===== config.mk =====
export PLATFORM = sky130hd
export DESIGN_NAME = dcc_channel
export DESIGN_NICKNAME = d
export VERILOG_FILES = /design/src/dcc_pkg.sv /design/src/dcc_eng_if.sv /design/src/dcc_channel.sv /design/src/dcc_engine.sv
export SDC_FILE = /design/constraint.sdc
export NUM_CORES = 1
export LEC_CHECK = 0
export BUFFER_PORTS_ARGS = -buffer_cell sky130_fd_sc_hd__buf_4
export CAP_MARGIN = 10
export CORE_ASPECT_RATIO = 1.1
export CORE_MARGIN = 2
export CORE_UTILIZATION = 45
export CTS_CLUSTER_DIAMETER = 200
export CTS_CLUSTER_SIZE = 16
export DETAILED_ROUTE_END_ITERATION = 6
export GPL_TIMING_DRIVEN = 0
export MAX_ROUTING_LAYER = met4
export PLACE_DENSITY_LB_ADDON = 0.3
export SYNTH_ARGS = -nofsm -noshare
export SYNTH_HDL_FRONTEND = slang
export SYNTH_SLANG_ARGS = --single-unit

===== constraint.sdc =====
create_clock -name I_CLK -period 5.3 [get_ports I_CLK]
set_input_delay 0.265 -clock I_CLK [delete_from_list [all_inputs] [get_ports I_CLK]]
set_output_delay 0.265 -clock I_CLK [all_outputs]
set_load 0.02 [all_outputs]

===== src/dcc_pkg.sv =====
// Constants and types shared by the DMA channel control files.
package dcc_pkg;
    localparam int ADDR_W = 8;
    localparam int DATA_W = 32;
    localparam int PTR_W  = 16;
    localparam int FLAG_W = 8;

    localparam logic [ADDR_W-1:0] OFS_CTRL      = 8'h00;
    localparam logic [ADDR_W-1:0] OFS_IRQ       = 8'h10;
    localparam logic [ADDR_W-1:0] OFS_SRC_SIZE  = 8'h20;
    localparam logic [ADDR_W-1:0] OFS_SRC_PTR   = 8'h30;
    localparam logic [ADDR_W-1:0] OFS_DST_SIZE  = 8'h40;
    localparam logic [ADDR_W-1:0] OFS_DST_PTR   = 8'h50;
    localparam logic [ADDR_W-1:0] OFS_CELL_SIZE = 8'h60;

    localparam int CTL_PRI_LSB  = 0;
    localparam int CTL_EVT_BIT  = 2;
    localparam int CTL_AEN_BIT  = 4;
    localparam int CTL_CHN_BIT  = 5;
    localparam int CTL_EN_BIT   = 7;
    localparam int CTL_CDIR_BIT = 8;
    localparam int CTL_BUSY_BIT = 15;

    localparam int IRQ_IE_LSB = 16;
    localparam int IRQ_IF_LSB = 0;
    localparam int F_SRC_DONE = 7;
    localparam int F_SRC_HALF = 6;
    localparam int F_DST_DONE = 5;
    localparam int F_DST_HALF = 4;
    localparam int F_BLOCK    = 3;
    localparam int F_CELL     = 2;
    localparam int F_ABORT    = 1;
    localparam int F_ADDR_ERR = 0;

    localparam logic [DATA_W-1:0] IRQ_IMPL_MASK = 32'h00FF00FF;
    localparam logic [PTR_W-1:0]  SIZE_RST      = 16'h0000;
    localparam logic [FLAG_W-1:0] FLAGS_RST     = 8'h00;
    localparam logic [1:0]        PRI_RST       = 2'h0;
    localparam logic [1:0]        RESP_OKAY     = 2'h0;
    localparam logic [1:0]        RESP_DECERR   = 2'h3;

    typedef enum logic {ENG_IDLE, ENG_XFER} dcc_eng_state_t;
endpackage : dcc_pkg


===== src/dcc_eng_if.sv =====
// Signals between the channel controller and its transfer engine.
`timescale 1ns/1ps
interface dcc_eng_if;
    import dcc_pkg::*;
    logic              start;
    logic              stop;
    logic              abort;
    logic              ack;
    logic              busy;
    logic              req;
    logic [PTR_W-1:0]  src_size;
    logic [PTR_W-1:0]  dst_size;
    logic [PTR_W-1:0]  cell_size;
    logic [PTR_W-1:0]  src_ptr;
    logic [PTR_W-1:0]  dst_ptr;
    logic [FLAG_W-1:0] events;

    modport ctl (output start, stop, abort, ack, src_size, dst_size,
                 cell_size, input busy, req, src_ptr, dst_ptr, events);
    modport eng (input start, stop, abort, ack, src_size, dst_size,
                 cell_size, output busy, req, src_ptr, dst_ptr, events);
endinterface : dcc_eng_if


===== src/dcc_channel.sv =====
// DMA channel control, interrupt register and AXI4-Lite slave.
//
// Decided for this implementation: the AXI4-Lite slave port and the register addresses.
`timescale 1ns/1ps
module dcc_channel (
    input  wire logic                      I_CLK,
    input  wire logic                      I_NRST,
    input  wire logic [dcc_pkg::ADDR_W-1:0] I_AWADDR,
    input  wire logic                      I_AWVALID,
    output logic                           O_AWREADY,
    input  wire logic [dcc_pkg::DATA_W-1:0] I_WDATA,
    input  wire logic [3:0]                I_WSTRB,
    input  wire logic                      I_WVALID,
    output logic                           O_WREADY,
    output logic [1:0]                     O_BRESP,
    output logic                           O_BVALID,
    input  wire logic                      I_BREADY,
    input  wire logic [dcc_pkg::ADDR_W-1:0] I_ARADDR,
    input  wire logic                      I_ARVALID,
    output logic                           O_ARREADY,
    output logic [dcc_pkg::DATA_W-1:0]     O_RDATA,
    output logic [1:0]                     O_RRESP,
    output logic                           O_RVALID,
    input  wire logic                      I_RREADY,
    input  wire logic                      I_START_EVT,
    input  wire logic                      I_ABORT_EVT,
    input  wire logic                      I_CHAIN_PREV_DONE,
    input  wire logic                      I_CHAIN_NEXT_DONE,
    input  wire logic                      I_XFER_ACK,
    input  wire logic                      I_ADDR_ERR,
    output logic                           O_XFER_REQ,
    output logic [dcc_pkg::PTR_W-1:0]      O_SRC_PTR,
    output logic [dcc_pkg::PTR_W-1:0]      O_DST_PTR,
    output logic [1:0]                     O_PRIORITY,
    output logic                           O_BLOCK_DONE,
    output logic                           O_IRQ
);
    import dcc_pkg::*;

    dcc_eng_if eng_bus ();

    logic [ADDR_W-1:0] aw_addr_reg;
    logic [DATA_W-1:0] w_data_reg;
    logic [3:0]        w_strb_reg;
    logic              aw_have_reg;
    logic              w_have_reg;
    logic              aw_have_next;
    logic              w_have_next;
    logic              aw_hs;
    logic              w_hs;
    logic              ar_hs;
    logic              wr_go;
    logic              rvalid_next;
    logic [DATA_W-1:0] rd_word;
    logic [DATA_W-1:0] wr_word;

    logic              chan_en_reg;
    logic              auto_reenable_reg;
    logic              chain_enable_reg;
    logic              chain_dir_reg;
    logic [1:0]        channel_priority_reg;
    logic              event_seen_reg;
    logic              start_reg;
    logic [FLAG_W-1:0] irq_enable_reg;
    logic [FLAG_W-1:0] irq_flag_reg;
    logic [FLAG_W-1:0] flag_set;
    logic [PTR_W-1:0]  src_size_reg;
    logic [PTR_W-1:0]  dst_size_reg;
    logic [PTR_W-1:0]  cell_size_reg;

    logic [1:0]        start_sync_reg;
    logic [1:0]        abort_sync_reg;
    logic              start_last_reg;
    logic              abort_last_reg;
    logic              start_pulse;
    logic              abort_pulse;
    logic              chain_trig;
    logic              detected;
    logic              block_done;

    function automatic logic wr_hit(input logic [ADDR_W-1:0] a,
                                    input logic [ADDR_W-1:0] ofs);
        wr_hit = (a[ADDR_W-1:2] == ofs[ADDR_W-1:2]);
    endfunction : wr_hit

    function automatic logic [DATA_W-1:0] merge(
        input logic [DATA_W-1:0] old_v,
        input logic [DATA_W-1:0] new_v,
        input logic [3:0]        strb);
        logic [DATA_W-1:0] r;
        r = old_v;
        for (int i = 0; i < 4; i++) begin
            if (strb[i]) begin
                r[i*8 +: 8] = new_v[i*8 +: 8];
            end
        end
        merge = r;
    endfunction : merge

    // Bus slave handshakes.
    assign aw_hs        = I_AWVALID && O_AWREADY;
    assign w_hs         = I_WVALID && O_WREADY;
    assign ar_hs        = I_ARVALID && O_ARREADY;
    assign wr_go        = aw_have_reg && w_have_reg && !O_BVALID;
    assign aw_have_next = (aw_have_reg || aw_hs) && !wr_go;
    assign w_have_next  = (w_have_reg || w_hs) && !wr_go;
    assign rvalid_next  = (O_RVALID && !I_RREADY) || ar_hs;

    always_ff @(posedge I_CLK) begin
        if (!I_NRST) begin
            aw_have_reg <= 1'b0;
            w_have_reg  <= 1'b0;
            O_AWREADY   <= 1'b0;
            O_WREADY    <= 1'b0;
            aw_addr_reg <= '0;
            w_data_reg  <= '0;
            w_strb_reg  <= 4'h0;
        end else begin
            aw_have_reg <= aw_have_next;
            w_have_reg  <= w_have_next;
            O_AWREADY   <= !aw_have_next;
            O_WREADY    <= !w_have_next;
            if (aw_hs) begin
                aw_addr_reg <= I_AWADDR;
            end
            if (w_hs) begin
                w_data_reg <= I_WDATA;
                w_strb_reg <= I_WSTRB;
            end
        end
    end

    always_ff @(posedge I_CLK) begin
        if (!I_NRST) begin
            O_BVALID <= 1'b0;
            O_BRESP  <= RESP_OKAY;
        end else if (wr_go) begin
            O_BVALID <= 1'b1;
            O_BRESP  <= (wr_hit(aw_addr_reg, OFS_CTRL)
                      || wr_hit(aw_addr_reg, OFS_IRQ)
                      || wr_hit(aw_addr_reg, OFS_SRC_SIZE)
                      || wr_hit(aw_addr_reg, OFS_SRC_PTR)
                      || wr_hit(aw_addr_reg, OFS_DST_SIZE)
                      || wr_hit(aw_addr_reg, OFS_DST_PTR)
                      || wr_hit(aw_addr_reg, OFS_CELL_SIZE))
                      ? RESP_OKAY : RESP_DECERR;
        end else if (I_BREADY) begin
            O_BVALID <= 1'b0;
        end
    end

    // Read data; unimplemented bits and addresses read as zero.
    always_comb begin
        rd_word = '0;
        if (wr_hit(I_ARADDR, OFS_CTRL)) begin
            rd_word[CTL_PRI_LSB +: 2] = channel_priority_reg;
            rd_word[CTL_EVT_BIT]      = event_seen_reg;
            rd_word[CTL_AEN_BIT]      = auto_reenable_reg;
            rd_word[CTL_CHN_BIT]      = chain_enable_reg;
            rd_word[CTL_EN_BIT]       = chan_en_reg;
            rd_word[CTL_CDIR_BIT]     = chain_dir_reg;
            rd_word[CTL_BUSY_BIT]     = eng_bus.busy;
        end else if (wr_hit(I_ARADDR, OFS_IRQ)) begin
            rd_word[IRQ_IE_LSB +: FLAG_W] = irq_enable_reg;
            rd_word[IRQ_IF_LSB +: FLAG_W] = irq_flag_reg;
        end else if (wr_hit(I_ARADDR, OFS_SRC_SIZE)) begin
            rd_word[PTR_W-1:0] = src_size_reg;
        end else if (wr_hit(I_ARADDR, OFS_SRC_PTR)) begin
            rd_word[PTR_W-1:0] = eng_bus.src_ptr;
        end else if (wr_hit(I_ARADDR, OFS_DST_SIZE)) begin
            rd_word[PTR_W-1:0] = dst_size_reg;
        end else if (wr_hit(I_ARADDR, OFS_DST_PTR)) begin
            rd_word[PTR_W-1:0] = eng_bus.dst_ptr;
        end else if (wr_hit(I_ARADDR, OFS_CELL_SIZE)) begin
            rd_word[PTR_W-1:0] = cell_size_reg;
        end
    end

    always_ff @(posedge I_CLK) begin
        if (!I_NRST) begin
            O_RVALID  <= 1'b0;
            O_ARREADY <= 1'b0;
            O_RDATA   <= '0;
            O_RRESP   <= RESP_OKAY;
        end else begin
            O_RVALID  <= rvalid_next;
            O_ARREADY <= !rvalid_next;
            if (ar_hs) begin
                O_RDATA <= rd_word;
                O_RRESP <= (I_ARADDR[ADDR_W-1:2] <= OFS_CELL_SIZE[ADDR_W-1:2]
                         && I_ARADDR[3:2] == 2'h0) ? RESP_OKAY : RESP_DECERR;
            end
        end
    end

    // Start and abort pin events pass two flip-flops before any logic reads them; chain and address-error pins are read directly.
    always_ff @(posedge I_CLK) begin
        if (!I_NRST) begin
            start_sync_reg <= 2'h0;
            abort_sync_reg <= 2'h0;
            start_last_reg <= 1'b0;
            abort_last_reg <= 1'b0;
        end else begin
            start_sync_reg <= {start_sync_reg[0], I_START_EVT};
            abort_sync_reg <= {abort_sync_reg[0], I_ABORT_EVT};
            start_last_reg <= start_sync_reg[1];
            abort_last_reg <= abort_sync_reg[1];
        end
    end

    assign start_pulse = start_sync_reg[1] && !start_last_reg;
    assign abort_pulse = (abort_sync_reg[1] && !abort_last_reg) || I_ADDR_ERR;
    assign chain_trig  = chain_enable_reg && (chain_dir_reg
                         ? I_CHAIN_NEXT_DONE : I_CHAIN_PREV_DONE);
    assign detected    = chan_en_reg && (start_pulse || chain_trig);
    assign block_done  = eng_bus.events[F_BLOCK];
    assign wr_word     = merge(32'h00000000, w_data_reg, w_strb_reg);

    // Control register and its hardware updates.
    always_ff @(posedge I_CLK) begin
        if (!I_NRST) begin
            chan_en_reg          <= 1'b0;
            auto_reenable_reg    <= 1'b0;
            chain_enable_reg     <= 1'b0;
            chain_dir_reg        <= 1'b0;
            channel_priority_reg <= PRI_RST;
        end else begin
            if (wr_go && wr_hit(aw_addr_reg, OFS_CTRL) && w_strb_reg[0]) begin
                chan_en_reg          <= wr_word[CTL_EN_BIT];
                auto_reenable_reg    <= wr_word[CTL_AEN_BIT];
                chain_enable_reg     <= wr_word[CTL_CHN_BIT];
                channel_priority_reg <= wr_word[CTL_PRI_LSB +: 2];
            end else if (block_done && !auto_reenable_reg) begin
                chan_en_reg <= 1'b0;
            end
            if (wr_go && wr_hit(aw_addr_reg, OFS_CTRL) && w_strb_reg[1]) begin
                chain_dir_reg <= wr_word[CTL_CDIR_BIT];
            end
        end
    end

    // A new event wins over the clear taken by a starting run.
    always_ff @(posedge I_CLK) begin
        if (!I_NRST) begin
            event_seen_reg <= 1'b0;
            start_reg      <= 1'b0;
        end else begin
            if (detected) begin
                event_seen_reg <= 1'b1;
            end else if (start_reg || !chan_en_reg) begin
                event_seen_reg <= 1'b0;
            end
            start_reg <= chan_en_reg && event_seen_reg && !eng_bus.busy
                         && !start_reg;
        end
    end

    always_ff @(posedge I_CLK) begin
        if (!I_NRST) begin
            src_size_reg  <= SIZE_RST;
            dst_size_reg  <= SIZE_RST;
            cell_size_reg <= SIZE_RST;
        end else if (wr_go) begin
            if (wr_hit(aw_addr_reg, OFS_SRC_SIZE)) begin
                src_size_reg <= PTR_W'(merge({16'h0000, src_size_reg},
                                             w_data_reg, w_strb_reg));
            end
            if (wr_hit(aw_addr_reg, OFS_DST_SIZE)) begin
                dst_size_reg <= PTR_W'(merge({16'h0000, dst_size_reg},
                                             w_data_reg, w_strb_reg));
            end
            if (wr_hit(aw_addr_reg, OFS_CELL_SIZE)) begin
                cell_size_reg <= PTR_W'(merge({16'h0000, cell_size_reg},
                                              w_data_reg, w_strb_reg));
            end
        end
    end

    // Interrupt enables and sticky flags; set wins over a write of zero.
    assign flag_set = eng_bus.events
                    | {6'h00, abort_pulse, 1'b0}
                    | {7'h00, I_ADDR_ERR};

    always_ff @(posedge I_CLK) begin
        if (!I_NRST) begin
            irq_enable_reg <= FLAGS_RST;
            irq_flag_reg   <= FLAGS_RST;
        end else begin
            if (wr_go && wr_hit(aw_addr_reg, OFS_IRQ) && w_strb_reg[2]) begin
                irq_enable_reg <= w_data_reg[IRQ_IE_LSB +: FLAG_W];
            end
            if (wr_go && wr_hit(aw_addr_reg, OFS_IRQ) && w_strb_reg[0]) begin
                irq_flag_reg <= (irq_flag_reg
                                & w_data_reg[IRQ_IF_LSB +: FLAG_W])
                                | flag_set;
            end else begin
                irq_flag_reg <= irq_flag_reg | flag_set;
            end
        end
    end

    always_ff @(posedge I_CLK) begin
        if (!I_NRST) begin
            O_IRQ        <= 1'b0;
            O_PRIORITY   <= PRI_RST;
            O_BLOCK_DONE <= 1'b0;
        end else begin
            O_IRQ        <= |(irq_flag_reg & irq_enable_reg);
            O_PRIORITY   <= channel_priority_reg;
            O_BLOCK_DONE <= block_done;
        end
    end

    assign eng_bus.start     = start_reg;
    assign eng_bus.stop      = !chan_en_reg;
    assign eng_bus.abort     = abort_pulse;
    assign eng_bus.ack       = I_XFER_ACK;
    assign eng_bus.src_size  = src_size_reg;
    assign eng_bus.dst_size  = dst_size_reg;
    assign eng_bus.cell_size = cell_size_reg;
    assign O_XFER_REQ        = eng_bus.req;
    assign O_SRC_PTR         = eng_bus.src_ptr;
    assign O_DST_PTR         = eng_bus.dst_ptr;

    dcc_engine u_engine (
        .i_clk  (I_CLK),
        .i_nrst (I_NRST),
        .eng    (eng_bus.eng)
    );
endmodule : dcc_channel


===== src/dcc_engine.sv =====
// Transfer engine: walks the source and destination pointers.
`timescale 1ns/1ps
module dcc_engine (
    input wire logic i_clk,
    input wire logic i_nrst,
    dcc_eng_if.eng   eng
);
    import dcc_pkg::*;

    dcc_eng_state_t   state_reg;
    dcc_eng_state_t   state_next;
    logic [PTR_W-1:0] cell_cnt_reg;
    logic [PTR_W-1:0] src_next;
    logic [PTR_W-1:0] dst_next;
    logic [PTR_W-1:0] cell_next;
    logic             take;
    logic             dst_end;
    logic             src_end;

    assign take      = (state_reg == ENG_XFER) && eng.req && eng.ack;
    assign src_next  = eng.src_ptr + 16'h0001;
    assign dst_next  = eng.dst_ptr + 16'h0001;
    assign cell_next = cell_cnt_reg + 16'h0001;
    assign src_end   = (src_next == eng.src_size);
    assign dst_end   = (dst_next == eng.dst_size);
    assign eng.busy  = (state_reg == ENG_XFER);

    // A stop only ends the run once the pending item is acknowledged.
    always_comb begin
        state_next = state_reg;
        unique case (state_reg)
            ENG_IDLE: begin
                if (eng.start && !eng.abort) begin
                    state_next = ENG_XFER;
                end
            end
            ENG_XFER: begin
                if (eng.abort) begin
                    state_next = ENG_IDLE;
                end else if (take && (dst_end || eng.stop)) begin
                    state_next = ENG_IDLE;
                end
            end
        endcase
    end

    always_ff @(posedge i_clk) begin
        if (!i_nrst) begin
            state_reg <= ENG_IDLE;
            eng.req   <= 1'b0;
        end else begin
            state_reg <= state_next;
            eng.req   <= (state_next == ENG_XFER);
        end
    end

    always_ff @(posedge i_clk) begin
        if (!i_nrst || eng.abort) begin
            eng.src_ptr  <= SIZE_RST;
            eng.dst_ptr  <= SIZE_RST;
            cell_cnt_reg <= SIZE_RST;
        end else if (take) begin
            eng.src_ptr  <= src_end ? SIZE_RST : src_next;
            eng.dst_ptr  <= dst_end ? SIZE_RST : dst_next;
            cell_cnt_reg <= (cell_next == eng.cell_size || dst_end)
                            ? SIZE_RST : cell_next;
        end
    end

    always_ff @(posedge i_clk) begin
        if (!i_nrst) begin
            eng.events <= FLAGS_RST;
        end else begin
            eng.events             <= FLAGS_RST;
            eng.events[F_SRC_DONE] <= take && src_end;
            eng.events[F_SRC_HALF] <= take &&
                (src_next == (eng.src_size >> 1));
            eng.events[F_DST_DONE] <= take && dst_end;
            eng.events[F_DST_HALF] <= take &&
                (dst_next == (eng.dst_size >> 1));
            eng.events[F_BLOCK]    <= take && dst_end;
            eng.events[F_CELL]     <= take &&
                (cell_next == eng.cell_size || dst_end);
        end
    end
endmodule : dcc_engine


==> results by group, run 1 <==
Yosys
  – Number of flops mapped to enable cells by yosys: 0
  – Share of the synthesized area in the top cell type: 0.371
  – Synth async-reset ratio: 0
  – Most numerous cell in the Yosys netlist: dfxtp_1
  – Count of warnings emitted by yosys: 0
  – Synth area leader: dfxtp_1
  – Mux contribution to synthesized area: 0.0586
  – Synth Register Bits: 202
  – Xor and xnor fraction of the mapped netlist area: 0.0861
  – Mapped Avg Cell Area: 8.10 sq um
  – Compound-gate portion of the synthesized area: 0.178
  – Distinct cells, synth: 81
  – Synth Area in Simple Gates: 0.247
  – Most common library cells after synthesis: dfxtp_1 (202), nand2_1 (173), nor2_1 (117)
  – Sequential share of the synthesized area: 0.371
  – Largest family of logic cells by synthesized area: simple AND/OR/NAND/NOR gates
  – Adder-Cell Fraction of Synth Area: 0.00344
  – Ys flop type: dfxtp_1
  – Main area contributors after synthesis: dfxtp_1 (37%), nand2_1 (6.0%), mux2i_1 (5.1%), a21oi_1 (4.7%), xnor2_1 (4.7%)
  – Synthesized cell area: 10900 sq um
  – Synth Instances: 1346

Clock tree
  – TritonCTS buffer count: 16
  – Clock buffer depth: 3
  – CTS H-tree lvls: 1
  – CTS tree: done
  – Num Clock Sinks: 202
  – Root Driver: clkbuf_16
  – Clock latency on the worst-skew pair: 0.51 ns
  – Clk slew on worst S/H paths: 0.08 ns

Setup path
  – WP data arrival: 4.24 ns
  – Critical Path Source Type: flop
  – Worst R2R Start: u_engine.eng.src_ptr[1]$_SDFFE_PP0P_
  – Worst Setup SP: u_engine.eng.src_ptr[1]$_SDFFE_PP0P_
  – Nature of the critical path endpoint: flop
  – Crit-path max FO: 10
  – Kind of critical path: reg2reg
  – Required @ worst endpoint: 5.65 ns

Flow run
  – Max-cap violations: 0

Power and ir drop
  – Seq pwr share: 0.543
  – Switching Fraction: 0.249
  – Clock power frac: 0.386
  – Combinational Power Share: 0.071
  – Final Power: 2.89 mW
  – P per Cell Area: 228 nW/um^2
  – Internal power: 2.17 mW
  – LEAKAGE: 4.90 nW
  – Peak supply drop: 0.000240 V
  – Sw Pwr: 0.721 mW

Routing
  – Wirelength per Cell: 21.1 um
  – Vias post-DR: 10723
  – Final WL: 37900 um
  – Via-to-Cell Ratio: 5.97
  – 1st-iter DRT viols: 939
  – Post-DRT Antenna Nets: 0
  – DRT Pass-1 Iters: 6
  – Remaining DRCs: 0

Global routing
  – Grt total ovfl: 0
  – Antenna violations before repair: 0
  – First-pass GRT wire length: 58600 um
  – Largest net degree at the start of global routing: 17
  – Total GRT Usage: 0.299
  – Number of global-route vias before repair: 10116

STA
  – Slew Viols, Final: 0
  – Fin crit period: 3.89 ns
  – Fmax: 257 MHz
  – Final setup viols: 0
  – Final period util: 0.733
  – Final hold vios: 0
  – Max_slew headroom: 0.111
  – Setup TNS Final: 0 ns
  – Final setup skew: 0.0259 ns
  – Worst Max-Slew Pin Slew: 1.32 ns
  – RSZ-0062 raised after global routing: no

Floorplan
  – IO Count: 143
  – Initial Util: 0.459
  – Site Rows: 59
  – Die Area: 25500 sq um
  – Core ar.: 23800 sq um
  – Die extent in y: 167 um
  – Die width: 152 um

Finish
  – Final #Nets: 1560
  – Share of cells above drive strength 1: 0.129
  – Area Overhead vs Synth: 16.0%
  – Diode count: 0

Placement
  – Placer Congestion: 0.971
  – DP HPWL: 29000 um
  – PortBufs: 117

Min path
  – HP Class: in2reg
  – HP Start: I_WDATA[5]

Outcome
  – Outcome: finished clean
cell families after synthesis:
| group | count (synthesis) |
|---|---|
| simple gates | 546 |
| compound gates | 302 |
| flops | 202 |
| buf+inv | 129 |
| xor+xnor | 100 |
| mux | 63 |
| fa+ha+maj | 3 |
| other cells | 1 |
final timing paths:
path | end | slack, ns | depth (start not counted)
worst max register to register | u_engine.eng.src_ptr[12]$_SDFFE_PP0P_ | 1.41 | 10
worst min register to register | abort_sync_reg[1]$_SDFF_PN0_ | 0.44 | 1
worst max-delay path | u_engine.eng.src_ptr[12]$_SDFFE_PP0P_ | 1.41 | 10
worst min-delay path | w_data_reg[5]$_SDFFE_PN0P_ | 0.009 | 3
per-stage QoR:
stage	hold slack (ns)	utilization	std cells	setup WS (ns)	area, sq um
2_1_floorplan	0.392	-	1353	2.21	10900
3_3_place_gp	0.413	0.513	1775	1.55	12200
3_5_place_dp	0.424	0.513	1775	1.60	12200
4_1_cts	0.00159	0.532	1796	1.56	12600
5_1_grt	0.0147	0.532	1797	1.23	12700
6_report	0.00932	0.532	1797	1.41	12700
worst max-delay path, cell delays in order, from the launching register on:
cell	delay, ns
dfxtp_1	0.58
ha_1	0.40
nand4_1	0.24
or4_1	0.57
xor3_1	0.24
nand2_1	0.10
a2111oi_0	0.51
nand4_1	0.48
clkbuf_1	0.38
nand3b_1	0.16
a31oi_1	0.09
placed cells by master (no fill, tap or decap), types with 5 or more instances in the layout:
| master | n |
|---|---|
| and3_1 | 7 |
| conb_1 | 8 |
| buf_2 | 8 |
| nor2b_1 | 15 |
| nand2_1 | 173 |
| a211oi_1 | 6 |
| o211ai_1 | 12 |
| a21oi_1 | 102 |
| a221oi_1 | 14 |
| or3_1 | 14 |
| and2_1 | 28 |
| o21ai_0 | 60 |
| clkbuf_16 | 16 |
| or4_1 | 8 |
| xnor2_1 | 58 |
| buf_4 | 127 |
| dfxtp_1 | 202 |
| nor2_1 | 117 |
| buf_6 | 5 |
| nor3b_1 | 7 |
| a22o_1 | 14 |
| o22ai_1 | 8 |
| mux2_2 | 7 |
| clkbuf_1 | 79 |
| nor4_1 | 17 |
| nand3_1 | 50 |
| nand3b_1 | 6 |
| nand4_1 | 27 |
| mux2i_1 | 56 |
| a31oi_1 | 22 |
| and4_1 | 8 |
| inv_1 | 18 |
| nor3_1 | 30 |
| nand2b_1 | 18 |
| a22oi_1 | 22 |
| xor2_1 | 38 |
timing repair:
item                      in CTS  in global routing
buffers inserted               0                  0
resized for setup              0                  0
hold endpoints to repair       3                  0
hold buffers                   3                  0
routing by layer:
metal	up-vias	wire length [um]	global-route usage
met2	511	17500	0.486
met3	93	3120	0.0360
met1	5073	15800	0.385
met4	0	1510	0.109
li1	5046	-	-
met5	-	0	-
power groups by stage:
stage / sequential, mW / clock, mW / combinational [mW]
detailed placement: 1.60 / 0 / 0.203
global route: 1.57 / 1.18 / 0.226
floorplan: 1.61 / 0 / 0.105
CTS: 1.57 / 1.13 / 0.206
finish: 1.57 / 1.12 / 0.206
global placement: 1.60 / 0 / 0.202
area by class of cell:
type,instances,area (sq um)
repair buffers,121,916
clock inverters,2,25.0
flip-flops and latches,202,4040
multi-input cells,1022,6270
clock buffers,16,400
fillers,2336,11100
inverters,19,71.3
well taps,305,382
plain buffers,110,543
Note: power is estimated with default switching activity, not from simulation.
==> run 2: changes to the inputs <==
clock period = 3.1 ns   (was 5.3 ns; I/O delays follow)
==> run 2 against run 1 <==
  * Sequential cell count stayed put
  * Wire length grew 3.4%
  * Combinational power up 93%
  * Critical path depth decreased by 1
  * Largest power group unchanged
==> results by group, run 2 (synthesis results as in run 1) <==
Placement
  – Worst slack, placed: -0.596 ns
  – PortBufs: 117
  – Placer Congestion: 0.971
  – DP HPWL: 29000 um

Finish
  – Core utilization of the finished layout: 0.561
  – Share of cells above drive strength 1: 0.159
  – Most common cell after layout, fill and taps aside: dfxtp_1
  – Commonest cells after routing, fill and taps aside: dfxtp_1 (195), nand2_1 (173), buf_4 (144)
  – Diode count: 0
  – Area Overhead vs Synth: 22.2%
  – Final #Nets: 1606

Floorplan
  – Die extent in y: 167 um
  – IO Count: 143
  – Initial Util: 0.459
  – Die Area: 25500 sq um
  – Die width: 152 um
  – Core ar.: 23800 sq um
  – Site Rows: 59

STA
  – Fin crit period: 3.03 ns
  – Final setup viols: 0
  – Max_slew headroom: 0.154
  – Final hold vios: 0
  – Worst setup margin: 0.0702 ns
  – Final period util: 0.977
  – Final setup skew: 0.0263 ns
  – Slew Viols, Final: 0
  – Worst Max-Slew Pin Slew: 1.26 ns
  – Fmax: 330 MHz

Global routing
  – Number of global-route vias before repair: 10466
  – Largest net degree at the start of global routing: 17
  – Total GRT Usage: 0.306
  – First-pass GRT wire length: 60000 um
  – Grt total ovfl: 0
  – Antenna violations before repair: 0

Power and ir drop
  – P per Cell Area: 374 nW/um^2
  – Final Power: 4.99 mW
  – LEAKAGE: 5.21 nW
  – Peak supply drop: 0.000443 V

Setup path
  – Worst R2R Path Depth: 9
  – Critical Path Source Type: flop
  – R2R setup slack: 0.07 ns
  – Required @ worst endpoint: 3.44 ns
  – Worst R2R Start: u_engine.eng.src_ptr[2]$_SDFFE_PP0P_
  – Reg2Reg Capture Point: u_engine.eng.events[6]$_SDFF_PN0_
  – Crit-path max FO: 10
  – Kind of critical path: reg2reg
  – WP data arrival: 3.37 ns
  – Nature of the critical path endpoint: flop

Clock tree
  – CTS tree: done
  – Root Driver: clkbuf_16
  – Clock buffer depth: 3
  – Num Clock Sinks: 202
  – CTS H-tree lvls: 1
  – Clk slew on worst S/H paths: 0.08 ns
  – TritonCTS buffer count: 16
  – Clock latency on the worst-skew pair: 0.51 ns

Min path
  – Worst Hold End: aw_have_reg$_SDFF_PN0_
  – HP Class: in2reg
  – HP Start: I_AWVALID
  – Hold depth: 3

Routing
  – Via-to-Cell Ratio: 5.95
  – DRT Pass-1 Iters: 5
  – Wirelength per Cell: 21.3 um
  – Vias post-DR: 10964
  – 1st-iter DRT viols: 892
  – Post-DRT Antenna Nets: 0
  – Remaining DRCs: 0
  – Final WL: 39200 um

Outcome
  – Outcome: finished clean

Flow run
  – Max-cap violations: 0
[run 2: power breakdown]
part	total [mW]	leakage, nW	switching [mW]	internal (mW)
Sequential	2.68	1.64	0.0439	2.64
Combinational	0.397	3.36	0.228	0.169
Clock	1.91	0.208	0.974	0.934
[run 2: final cells by class]
type,instances,area (sq um)
Buffer,100,534
Clock buffer,16,400
Clock inverter,2,25.0
Fill cell,2268,10400
Inverter,19,71.3
Multi-Input combinational cell,1022,6420
Sequential cell,202,4060
Tap cell,305,382
Timing Repair Buffer,177,1440
[run 2: what timing repair did]
item | CTS | global route
hold buffers | 44 | 0
pin swaps | 4 | 8
endpoints found under the hold margin | 38 | 0
buffers inserted | 7 | 7
endpoints found under the setup margin | 53 | 52
gates resized for setup | 23 | 44
cloned | 0 | 1
[run 2: stage by stage]
| step | hold WS [ns] | setup TNS [ns] | instance area, sq um | std cells |
|---|---|---|---|---|
| 6_report | 0.0343 | 0 | 13300 | 1843 |
| 5_1_grt | 0.0633 | -0.0654 | 13300 | 1843 |
| 4_1_cts | 0.0197 | 0 | 13200 | 1842 |
| 3_5_place_dp | 0.368 | -25.03 | 12200 | 1775 |
| 3_3_place_gp | 0.365 | -25.93 | 12200 | 1775 |
| 2_1_floorplan | 0.282 | 0 | 10900 | 1353 |
[run 2: layer usage]
layer	track usage	vias to the layer above	wire, um	share of wire
met1	0.384	5238	16400	0.42
met5	-	-	0	0
met3	0.0388	94	2810	0.072
met2	0.508	493	18600	0.47
li1	-	5139	-	-
met4	0.112	0	1460	0.037
[run 2: worst max-delay path by stage]
stage / end / depth (start not counted) / from
floorplan: u_engine.cell_cnt_reg[4]$_SDFFE_PP0P_ / 11 / u_engine.eng.dst_ptr[1]$_SDFFE_PP0P_
global placement: u_engine.eng.src_ptr[9]$_SDFFE_PP0P_ / 10 / u_engine.eng.src_ptr[1]$_SDFFE_PP0P_
detailed placement: u_engine.eng.dst_ptr[6]$_SDFFE_PP0P_ / 10 / u_engine.eng.dst_ptr[1]$_SDFFE_PP0P_
CTS: u_engine.cell_cnt_reg[8]$_SDFFE_PP0P_ / 11 / u_engine.eng.dst_ptr[0]$_SDFFE_PP0P_
global route: u_engine.eng.events[6]$_SDFF_PN0_ / 9 / u_engine.eng.src_ptr[2]$_SDFFE_PP0P_
finish: u_engine.eng.events[6]$_SDFF_PN0_ / 9 / u_engine.eng.src_ptr[2]$_SDFFE_PP0P_
[run 2: worst max-delay path, stage by stage, from the launching register on]
cell and delay (ns):
dfxtp_1 0.37, buf_2 0.28, nand3_1 0.29, nor2_4 0.29, nand2_1 0.21, a2111oi_1 0.47, a21oi_1 0.08, nor4_1 0.29
nand4_1 0.11, nor4_1 0.48
